[src/logic/fdcrr_map.svh]
// register offsets, field positions and reset values of the rate and drive register group
`ifndef FDCRR_MAP_SVH
`define FDCRR_MAP_SVH

`define FDCRR_OFF_DOR        3'h2
`define FDCRR_OFF_TAPE       3'h3
`define FDCRR_OFF_MSR_RATE   3'h4
`define FDCRR_OFF_FIFO       3'h5
`define FDCRR_OFF_DIAG_CCR   3'h7

`define FDCRR_RATE_500K      2'h0
`define FDCRR_RATE_300K      2'h1
`define FDCRR_RATE_250K      2'h2
`define FDCRR_RATE_1M        2'h3
`define FDCRR_TAPE_2M        2'h2

`define FDCRR_PRE_DEFAULT    3'h0
`define FDCRR_PRE_OFF        3'h7
`define FDCRR_PRE_DEF_STEPS  3'h3
`define FDCRR_PRE_ONE_STEP   3'h1

`define FDCRR_DR_SWRST_BIT   7
`define FDCRR_DR_PDOWN_BIT   6
`define FDCRR_CC_NO_PRECOMP_FLAG_BIT  2
`define FDCRR_DOR_DMA_BIT    3
`define FDCRR_DR_PRE_MSB     4
`define FDCRR_DR_PRE_LSB     2

`define FDCRR_ST0_INVALID    2'h2
`define FDCRR_ST0_ABNORMAL   2'h3
`define FDCRR_ST0_IC_LSB     6

`define FDCRR_RATE_RESET     2'h2
`define FDCRR_BYTE_ZERO      8'h00
`define FDCRR_DIAG_ONES_PS   4'hF
`define FDCRR_DIAG_ONES_M30  3'h7
`define FDCRR_MSR_IDLE       8'h80
`define FDCRR_OE_NONE        8'hFF
`define FDCRR_OE_BIT7_ONLY   8'h7F

`endif

[src/logic/fdcrr_pkg.sv]
// types shared by the rate and drive register group
package fdcrr_pkg;
   // host compatibility mode of the register views
   typedef enum logic [1:0] {
      FDCRR_MODE_AT  = 2'b00,
      FDCRR_MODE_PS  = 2'b01,
      FDCRR_MODE_M30 = 2'b10
   } fdcrr_mode_e;

   // data port phase
   typedef enum logic [1:0] {
      FDCRR_PH_CMD    = 2'b00,
      FDCRR_PH_RESULT = 2'b01
   } fdcrr_phase_e;
endpackage

[src/logic/fdcrr_regs.sv]
// host register group of the floppy controller: tape, rate, data port, diagnostics
// Summary of operation
// - tape select 00 none, 01/10/11 drives 1-3; drive 0 never a tape
// - without three-mode, only tape register bits 1:0 carry meaning
// - extended tape layout only while three-mode enable is set
// - tape bits 7:6 read media id from config F1 bits 5,4
// - tape bits 5:4 give F2 drive type pair of last selected drive
// - tape bits 3:2 give boot drive from config F1 bits 7,6
// - offset 4 reads main status, writes rate; offset 7 diag/config control
// - rate in effect is from the last rate or config control write
// - rate register bit 7 written one triggers software reset
// - rate register bit 6 selects power-down when one
// - precomp 000 default, 001-110 steps, 111 disabled
// - default precomp 125 ns low rates, 41.67 at 1M, 20.8 at 2M
// - rate field selects speed; reduced write current high for 00 and 11
// - 2 Mbps tape rate only with rate 01 and tape rate bits 10
// - data port at offset 5 with four stacked status registers, one shown
// - fifo disabled after reset; only configure command enables it
// - status zero interrupt code 10 invalid, 11 ready changed
// - AT mode diag read drives only bit 7, inverted disk changed
// - second mode diag: 6-3 ones, 2:1 rate, bit 0 density
// - third mode diag: true changed, ones, dma, no-precomp, rate
// - third mode config control bit 2 stores no-precomp flag only
// - master reset clears the whole digital output register
`timescale 1ns/10ps
`default_nettype none
`include "fdcrr_map.svh"

module fdcrr_regs #(
   parameter logic [15:0] BASE_ADDR = 16'h03F0
) (
   input  wire logic                clk_i,
   input  wire logic                rstn_i,
   input  wire logic                master_reset_pin_i,
   input  wire logic [15:0]         addr_i,
   input  wire logic                rd_i,
   input  wire logic                wr_i,
   input  wire logic [7:0]          wdata_i,
   input  wire fdcrr_pkg::fdcrr_mode_e mode_i,
   input  wire logic                three_mode_enable_i,
   input  wire logic [7:0]          ldev0_config_reg_f_one_i,
   input  wire logic [7:0]          ldev0_config_reg_f_two_i,
   input  wire logic [1:0]          tape_rate_bits_i,
   input  wire logic                disk_changed_input_i,
   input  wire logic                cmd_invalid_i,
   input  wire logic                ready_changed_i,
   input  wire logic                configure_fifo_i,
   input  wire logic                configure_fifo_en_i,
   input  wire logic [7:0]          result_byte_i,
   input  wire logic                result_push_i,
   input  wire logic [7:0]          main_status_i,
   output logic [7:0]               rdata_o,
   output logic [7:0]               rdata_oe_n_o,
   output logic [1:0]               rate_select_field_o,
   output logic                     tape_2m_o,
   output logic                     reduced_write_current_o,
   output logic [2:0]               precomp_steps_o,
   output logic                     precomp_half_step_o,
   output logic                     power_down_o,
   output logic                     soft_reset_o,
   output logic                     fifo_enable_o,
   output logic [7:0]               digital_out_o,
   output logic [1:0]               tape_select_o,
   output logic                     cmd_strobe_o,
   output logic [7:0]               cmd_byte_o
);

   logic [1:0] rst_sync_r;
   logic       rst_n;
   logic       hit;
   logic [2:0] off;
   logic       wr_rate;
   logic       wr_ccr;
   logic       wr_dor;
   logic       wr_tape;
   logic       wr_fifo;
   logic       rd_fifo;
   logic [7:0] dor_r;
   logic [1:0] tape_sel_r;
   logic [1:0] rate_r;
   logic [2:0] precomp_r;
   logic       pdown_r;
   logic       no_precomp_flag_r;
   logic       fifo_en_r;
   logic [7:0] stat_stack_r [0:3];
   logic [1:0] stat_ptr_r;
   logic [1:0] stat_cnt_r;
   logic [1:0] drv_type;
   logic [7:0] tape_view;
   logic [7:0] diag_view;
   logic [7:0] diag_oe_n;
   logic [7:0] rd_nxt;
   logic [7:0] oe_n_nxt;
   logic       is_2m;
   logic [2:0] steps_nxt;

   // reset release through two flops, assertion stays asynchronous
   // a clean release keeps every flop of the group leaving reset on one edge
   always_ff @(posedge clk_i or negedge rstn_i) begin
      if (!rstn_i) begin
         rst_sync_r <= 2'h0;
      end else begin
         rst_sync_r <= {rst_sync_r[0], 1'b1};
      end
   end
   assign rst_n = rst_sync_r[1];

   assign hit     = (addr_i[15:3] == BASE_ADDR[15:3]);
   assign off     = addr_i[2:0];
   assign wr_rate = wr_i && hit && (off == `FDCRR_OFF_MSR_RATE);
   assign wr_ccr  = wr_i && hit && (off == `FDCRR_OFF_DIAG_CCR);
   // remaining strobes; a stray host read of the data port costs a status byte
   assign wr_dor  = wr_i && hit && (off == `FDCRR_OFF_DOR);
   assign wr_tape = wr_i && hit && (off == `FDCRR_OFF_TAPE);
   assign wr_fifo = wr_i && hit && (off == `FDCRR_OFF_FIFO);
   assign rd_fifo = rd_i && hit && (off == `FDCRR_OFF_FIFO);

   always_ff @(posedge clk_i or negedge rst_n) begin
      if (!rst_n) begin
         dor_r <= `FDCRR_BYTE_ZERO;
      end else if (master_reset_pin_i) begin
         dor_r <= `FDCRR_BYTE_ZERO;
      end else if (wr_dor) begin
         dor_r <= wdata_i;
      end
   end

   // tape drive assignment, code 00 means none
   always_ff @(posedge clk_i or negedge rst_n) begin
      if (!rst_n) begin
         tape_sel_r <= 2'h0;
      end else if (wr_tape) begin
         tape_sel_r <= wdata_i[1:0];
      end
   end

   // last of rate or config write wins
   always_ff @(posedge clk_i or negedge rst_n) begin
      if (!rst_n) begin
         rate_r <= `FDCRR_RATE_RESET;
      end else if (wr_rate || wr_ccr) begin
         rate_r <= wdata_i[1:0];
      end
   end

   // power-down and precomp held from rate writes
   always_ff @(posedge clk_i or negedge rst_n) begin
      if (!rst_n) begin
         pdown_r   <= 1'b0;
         precomp_r <= `FDCRR_PRE_DEFAULT;
      end else if (wr_rate) begin
         pdown_r   <= wdata_i[`FDCRR_DR_PDOWN_BIT];
         precomp_r <= wdata_i[`FDCRR_DR_PRE_MSB:`FDCRR_DR_PRE_LSB];
      end
   end

   // no-precomp flag stored only, no effect on delay
   always_ff @(posedge clk_i or negedge rst_n) begin
      if (!rst_n) begin
         no_precomp_flag_r <= 1'b0;
      end else if (wr_ccr && mode_i == fdcrr_pkg::FDCRR_MODE_M30) begin
         no_precomp_flag_r <= wdata_i[`FDCRR_CC_NO_PRECOMP_FLAG_BIT];
      end
   end

   // one-cycle software reset pulse
   // rate and precomp survive it; only the fifo setting is dropped
   always_ff @(posedge clk_i or negedge rst_n) begin
      if (!rst_n) begin
         soft_reset_o <= 1'b0;
      end else begin
         soft_reset_o <= wr_rate && wdata_i[`FDCRR_DR_SWRST_BIT];
      end
   end

   // fifo off after reset; configure command sets it, software reset pulse clears it
   always_ff @(posedge clk_i or negedge rst_n) begin
      if (!rst_n) begin
         fifo_en_r <= 1'b0;
      end else if (soft_reset_o) begin
         fifo_en_r <= 1'b0;
      end else if (configure_fifo_i) begin
         fifo_en_r <= configure_fifo_en_i;
      end
   end

   // four stacked result registers, read pointer walks the stack
   // status zero interrupt code forced for invalid or ready change
   // invalid beats ready change; a push restarts the read pointer
   always_ff @(posedge clk_i or negedge rst_n) begin
      if (!rst_n) begin
         for (int i = 0; i < 4; i++) begin
            stat_stack_r[i] <= `FDCRR_BYTE_ZERO;
         end
         stat_cnt_r <= 2'h0;
         stat_ptr_r <= 2'h0;
      end else if (cmd_invalid_i || ready_changed_i) begin
         stat_stack_r[0] <= {cmd_invalid_i ? `FDCRR_ST0_INVALID : `FDCRR_ST0_ABNORMAL,
                             result_byte_i[`FDCRR_ST0_IC_LSB-1:0]};
         stat_cnt_r      <= 2'h0;
         stat_ptr_r      <= 2'h0;
      end else if (result_push_i) begin
         stat_stack_r[stat_cnt_r] <= result_byte_i;
         stat_cnt_r               <= stat_cnt_r + 2'h1;
         stat_ptr_r               <= 2'h0;
      end else if (rd_fifo) begin
         stat_ptr_r <= stat_ptr_r + 2'h1;
      end
   end

   // drive type pair for last selected drive
   // select bits of the digital output pick which pair is shown
   always_comb begin
      unique case (dor_r[1:0])
         2'h0: drv_type = ldev0_config_reg_f_two_i[1:0];
         2'h1: drv_type = ldev0_config_reg_f_two_i[3:2];
         2'h2: drv_type = ldev0_config_reg_f_two_i[5:4];
         2'h3: drv_type = ldev0_config_reg_f_two_i[7:6];
      endcase
   end

   // plain layout unless three-mode; media and boot
   always_comb begin
      tape_view = {6'h00, tape_sel_r};
      if (three_mode_enable_i) begin
         tape_view = {ldev0_config_reg_f_one_i[5], ldev0_config_reg_f_one_i[4],
                      drv_type,
                      ldev0_config_reg_f_one_i[7], ldev0_config_reg_f_one_i[6],
                      tape_sel_r};
      end
   end

   always_comb begin
      diag_oe_n = `FDCRR_BYTE_ZERO;
      unique case (mode_i)
         fdcrr_pkg::FDCRR_MODE_PS: begin
            diag_view = {~disk_changed_input_i, `FDCRR_DIAG_ONES_PS, rate_r,
                         (rate_r == `FDCRR_RATE_300K || rate_r == `FDCRR_RATE_250K)};
         end
         fdcrr_pkg::FDCRR_MODE_M30: begin
            diag_view = {disk_changed_input_i, `FDCRR_DIAG_ONES_M30,
                         dor_r[`FDCRR_DOR_DMA_BIT], no_precomp_flag_r, rate_r};
         end
         default: begin
            diag_view = {~disk_changed_input_i, 7'h00};
            diag_oe_n = `FDCRR_OE_BIT7_ONLY;
         end
      endcase
   end

   // read mux; undriven bits show through oe_n high
   // offsets not owned by this group leave the bus released
   always_comb begin
      rd_nxt   = `FDCRR_BYTE_ZERO;
      oe_n_nxt = `FDCRR_OE_NONE;
      if (rd_i && hit) begin
         oe_n_nxt = `FDCRR_BYTE_ZERO;
         case (off)
            `FDCRR_OFF_TAPE:     rd_nxt = tape_view;
            `FDCRR_OFF_MSR_RATE: rd_nxt = main_status_i;
            `FDCRR_OFF_FIFO:     rd_nxt = stat_stack_r[stat_ptr_r];
            `FDCRR_OFF_DIAG_CCR: begin
               rd_nxt   = diag_view;
               oe_n_nxt = diag_oe_n;
            end
            default:             oe_n_nxt = `FDCRR_OE_NONE;
         endcase
      end
   end

   always_ff @(posedge clk_i or negedge rst_n) begin
      if (!rst_n) begin
         rdata_o      <= `FDCRR_BYTE_ZERO;
         rdata_oe_n_o <= `FDCRR_OE_NONE;
      end else begin
         rdata_o      <= rd_nxt;
         rdata_oe_n_o <= oe_n_nxt;
      end
   end

   // tape 2M needs rate 01 and tape rate bits 10
   // tape rate bits are config levels, not latched here
   assign is_2m = (rate_r == `FDCRR_RATE_300K) && (tape_rate_bits_i == `FDCRR_TAPE_2M);

   // steps of 41.67 ns, half steps at 2M; default per rate
   always_comb begin
      if (precomp_r == `FDCRR_PRE_OFF) begin
         steps_nxt = 3'h0;
      end else if (precomp_r != `FDCRR_PRE_DEFAULT) begin
         steps_nxt = precomp_r;
      end else if (is_2m || rate_r == `FDCRR_RATE_1M) begin
         steps_nxt = `FDCRR_PRE_ONE_STEP;
      end else begin
         steps_nxt = `FDCRR_PRE_DEF_STEPS;
      end
   end

   // rate outputs and reduced write current
   // every output of this block is a flop fed from registers, tape 2M and precomp also from tape_rate_bits_i; a write shows one edge after it is taken
   always_ff @(posedge clk_i or negedge rst_n) begin
      if (!rst_n) begin
         rate_select_field_o     <= `FDCRR_RATE_RESET;
         tape_2m_o               <= 1'b0;
         reduced_write_current_o <= 1'b0;
         precomp_steps_o         <= 3'h0;
         precomp_half_step_o     <= 1'b0;
         power_down_o            <= 1'b0;
         fifo_enable_o           <= 1'b0;
         digital_out_o           <= `FDCRR_BYTE_ZERO;
         tape_select_o           <= 2'h0;
      end else begin
         rate_select_field_o     <= rate_r;
         tape_2m_o               <= is_2m;
         reduced_write_current_o <= (rate_r == `FDCRR_RATE_500K) || (rate_r == `FDCRR_RATE_1M);
         precomp_steps_o         <= steps_nxt;
         precomp_half_step_o     <= is_2m;
         power_down_o            <= pdown_r;
         fifo_enable_o           <= fifo_en_r;
         digital_out_o           <= dor_r;
         tape_select_o           <= tape_sel_r;
      end
   end

   // command bytes written to the data port go to the engine
   always_ff @(posedge clk_i or negedge rst_n) begin
      if (!rst_n) begin
         cmd_strobe_o <= 1'b0;
         cmd_byte_o   <= `FDCRR_BYTE_ZERO;
      end else begin
         cmd_strobe_o <= wr_fifo;
         cmd_byte_o   <= wdata_i;
      end
   end

endmodule // fdcrr_regs
`default_nettype wire

[config.mk]
export PLATFORM = sky130hd
export DESIGN_NAME = fdcrr_regs
export DESIGN_NICKNAME = d
export VERILOG_FILES = /design/src/logic/fdcrr_pkg.sv /design/src/logic/fdcrr_regs.sv
export VERILOG_INCLUDE_DIRS = /design/src /design/src/logic
export SDC_FILE = /design/constraint.sdc
export NUM_CORES = 1
export LEC_CHECK = 0
export ABC_CLOCK_PERIOD_IN_PS = 4650
export BUFFER_PORTS_ARGS = -buffer_cell sky130_fd_sc_hd__clkbuf_2
export CAP_MARGIN = 20
export CORE_ASPECT_RATIO = 0.7
export CORE_UTILIZATION = 56
export CTS_CLUSTER_DIAMETER = 100
export DETAILED_ROUTE_END_ITERATION = 6
export GPL_ROUTABILITY_DRIVEN = 0
export GPL_TIMING_DRIVEN = 0
export HOLD_SLACK_MARGIN = 0.03
export PLACE_DENSITY = 0.85
export SLEW_MARGIN = 10
export SYNTH_ARGS = -nofsm -noshare
export SYNTH_HDL_FRONTEND = slang
export SYNTH_SLANG_ARGS = --single-unit
[constraint.sdc]
create_clock -name clk_i -period 4.65 [get_ports clk_i]
set_input_delay 0.6975 -clock clk_i [delete_from_list [all_inputs] [get_ports clk_i]]
set_output_delay 0.6975 -clock clk_i [all_outputs]
set_load 0.005 [all_outputs]
==> impl_metrics.json <==
{
  "p_sw_mw": 0.3667,
  "io_buffers": 111,
  "cp-end-kind": "flop",
  "cts_tree": "built",
  "irDropWorstVdd_mv": 0.1775,
  "synthArstFlopShare": 1.000,
  "synth_area_leaders": "dfrtp_1 (56%), mux2_2 (11%), mux4_2 (5.5%), dfstp_2 (2.6%), ha_1 (2.5%)",
  "fillers": 485,
  "critical_path.cell_chain": "clkbuf_2, buf_2, nor3b_2, nand2_1, mux2_2",
  "final.period_utilization": 0.4289,
  "p_seq_frac": 0.570,
  "intPower_mw": 1.173,
  "crit_required_ps": 4900,
  "dr_total_vias": 3026,
  "dpl.cell_count": 511,
  "cts.sinks": 95,
  "fin_setup_tns_ps": 0,
  "cpPeakStageDelay_ps": 570,
  "rows": 25,
  "syn2layout_area_growth_pct": 21.99,
  "clk_pin_slew_worst_paths_ps": 90,
  "cp_slowest_cell": "nor3b_2",
  "insertion_delay_ps": 360,
  "io_pins": 118,
  "start_util": 0.5911,
  "drt_first_pass_iters": 5,
  "hold_path_class": "in -> async",
  "syn_inst": 305,
  "sw_frac_of_total": 0.2382,
  "multi_input_area_um2": 1533,
  "fin_cells": 527,
  "p_leak_nw": 2.429,
  "yosysTopAreaCellShare": 0.5598,
  "grt_pass1_wl_um": 14840,
  "fin_skew_ps": 11.22,
  "root_buffer": "clkbuf_8",
  "synth_cell_types": 52,
  "viasPerCell": 5.742,
  "postCtsSetupBuffers": 0,
  "die_area_um2": 7614,
  "die_y_um": 73.31,
  "max_cap_viol_count": 0,
  "gr-usage-all-layers": 0.2617,
  "worst_pin_slew_ps": 660.3,
  "holdBufCountCts": 0,
  "n_antenna_cell": 0,
  "grt_max_degree": 69,
  "grt.overflow.total": 0,
  "seq_area_um2": 2386,
  "max-slew-margin-rel": 0.5579,
  "dp_hpwl_um": 6824,
  "ys.flop_type": "dfrtp_1",
  "yosysSeqAreaShare": 0.5857,
  "synth_edf_count": 0,
  "clkPwrFrac": 0.345,
  "htree_levels": 3,
  "yosysTopAreaCell": "dfrtp_1",
  "hold_violations": 0,
  "first_global_vias": 2939,
  "clockBufferDepth": 2,
  "wl_per_cell_um": 17.79,
  "crit_arrival_ps": 2250,
  "outcome": "finished, final reports clean",
  "syn_nets": 385,
  "finalCriticalPeriod_ps": 1994,
  "path_class": "in -> reg",
  "powerDensity_nw_per_um2": 310.2,
  "syn_area_um2": 4068,
  "comb_power_share": 0.084,
  "detail-route-antenna-nets": 0,
  "ys.warnings.count": 0,
  "grt_antenna_before_repair": 0,
  "die_w_um": 103.9,
  "setup_viol": 0,
  "coreArea_um2": 6882,
  "startpoint_type": "primary input",
  "drt_iter0_drc": 193,
  "max_freq_mhz": 501.4,
  "layout-drive-gt1-share": 0.4758,
  "path_max_fanout": 10,
  "synth-seq-cells": 95,
  "slew_viol_final": 0,
  "fin_nets": 508,
  "finalWirelength_um": 9377,
  "grt_setup_unrepaired": "no",
  "cts_buffers": 9,
  "avgSynthCellArea_um2": 13.34,
  "drc": 0,
  "post_cts_resized": 0,
  "post_dp_cell_area_um2": 4772,
  "final_cell_area_um2": 4962
}
==> final cells by class <==
cell class | count | area share
Multi-Input combinational cell | 181 | 0.3089
Timing Repair Buffer | 112 | 0.1175
Clock buffer | 11 | 0.02648
Inverter | 8 | 0.006051
Sequential cell | 95 | 0.4808
Clock inverter | 5 | 0.01185
Buffer | 21 | 0.02471
Tap cell | 94 | 0.02370
==> sequential cells by signal, summed over array words and instances (netlist names), 2 cells and up <==
register,cells
stat_cnt_r,2
rate_select_field_o,2
precomp_r,3
tape_select_o,2
cmd_byte_o,8
rdata_o,8
digital_out_o,8
dor_r,8
rst_sync_r,2
rate_r,2
precomp_steps_o,3
stat_stack_r,32
rdata_oe_n_o,2
tape_sel_r,2
stat_ptr_r,2
==> power groups by stage <==
stage | Sequential [mW] | Combinational [mW] | Clock (mW)
3_5_place_dp | 0.894 | 0.129 | 0
5_1_grt | 0.883 | 0.142 | 0.566
4_1_cts | 0.878 | 0.130 | 0.533
6_report | 0.878 | 0.130 | 0.531
3_3_place_gp | 0.902 | 0.110 | 0
2_1_floorplan | 0.896 | 0.0607 | 0
==> metal layers <==
layer,up-vias,track usage,share of wire
met1,1519,0.3620,0.44
met2,143,0.4170,0.48
li1,1347,-,-
met5,-,0,0
met4,0,0.08095,0.015
met3,17,0.06655,0.066
==> cell families (layout without fill, tap and decap cells) <==
group | Yosys count | after routing | share of synthesized area
and+or+nand+nor | 71 | 71 | 0.1040
AOI/OAI and AO/OA | 46 | 46 | 0.06829
buffers and inverters | 29 | 157 | 0.03753
DFF | 95 | 95 | 0.5857
adders and majority gates | 9 | 9 | 0.02707
xor gates and xnor gates | 1 | 1 | 0.002154
other | 1 | 1 | 0.0009219
muxes | 53 | 53 | 0.1744
==> stage by stage <==
step	utilization	hold slack, ps	setup WS (ps)	total power [mW]
after detailed placement	0.6935	251.4	2318	1.023
final	0.7211	97.71	2656	1.539
after floorplan	-	331.2	1815	0.9569
after global placement	0.6889	336.9	954.8	1.012
after global routing	0.7211	75.51	2607	1.591
after CTS	0.7211	90.27	2704	1.541
==> synthesized netlist by cell type, types with 4 or more instances <==
cell type / n
and3_1: 5
a22oi_1: 4
mux2_2: 39
nor2_1: 9
nand3_1: 11
dfrtp_1: 91
dfstp_2: 4
a31oi_1: 4
ha_1: 8
a221oi_1: 4
buf_2: 8
clkbuf_1: 4
buf_4: 7
inv_1: 8
mux4_2: 10
o21ai_0: 12
a21oi_1: 16
nand2_1: 18
==> critical path, delay by kind of cell <==
kind | cells | cell delay [ps]
buf+inv | 2 | 290
mux | 1 | 360
simple gates | 2 | 890
==> placed cells by master (no fill, tap or decap), types with 3 or more instances in the layout <==
cell | synthesis | layout
clkbuf_2 | 0 | 111
dfrtp_1 | 91 | 90
mux2_2 | 39 | 39
nand2_1 | 18 | 18
a21oi_1 | 16 | 16
o21ai_0 | 12 | 12
nand3_1 | 11 | 11
mux4_2 | 10 | 10
nor2_1 | 9 | 9
clkbuf_8 | 0 | 9
inv_1 | 8 | 8
buf_2 | 8 | 8
ha_1 | 8 | 8
buf_4 | 7 | 7
clkbuf_1 | 4 | 6
and3_1 | 5 | 5
a22oi_1 | 4 | 4
a31oi_1 | 4 | 4
a221oi_1 | 4 | 4
dfstp_2 | 4 | 4
nor3_1 | 3 | 3
mux2i_1 | 3 | 3
==> final timing paths <==
check	slack, ps	from	end	cells past startpoint
setup reg to reg	2980	stat_cnt_r[0]$_DFFE_PN0P_	stat_stack_r[27]$_DFFE_PN0P_	6
max in group asynchronous	3730	rst_sync_r[1]$_DFF_PN0_	rdata_oe_n_o[7]$_DFF_PN1_	1
hold reg to reg	250	rst_sync_r[1]$_DFF_PN0_	dor_r[7]$_DFFE_PN0P_	0
setup / recovery	2660	addr_i[1]	precomp_r[0]$_DFFE_PN0P_	5
min in group clk_i	360	rst_sync_r[0]$_DFF_PN0_	rst_sync_r[1]$_DFF_PN0_	0
hold / removal	100	rstn_i	rst_sync_r[1]$_DFF_PN0_	1
Power figures use the tool's default switching activity.
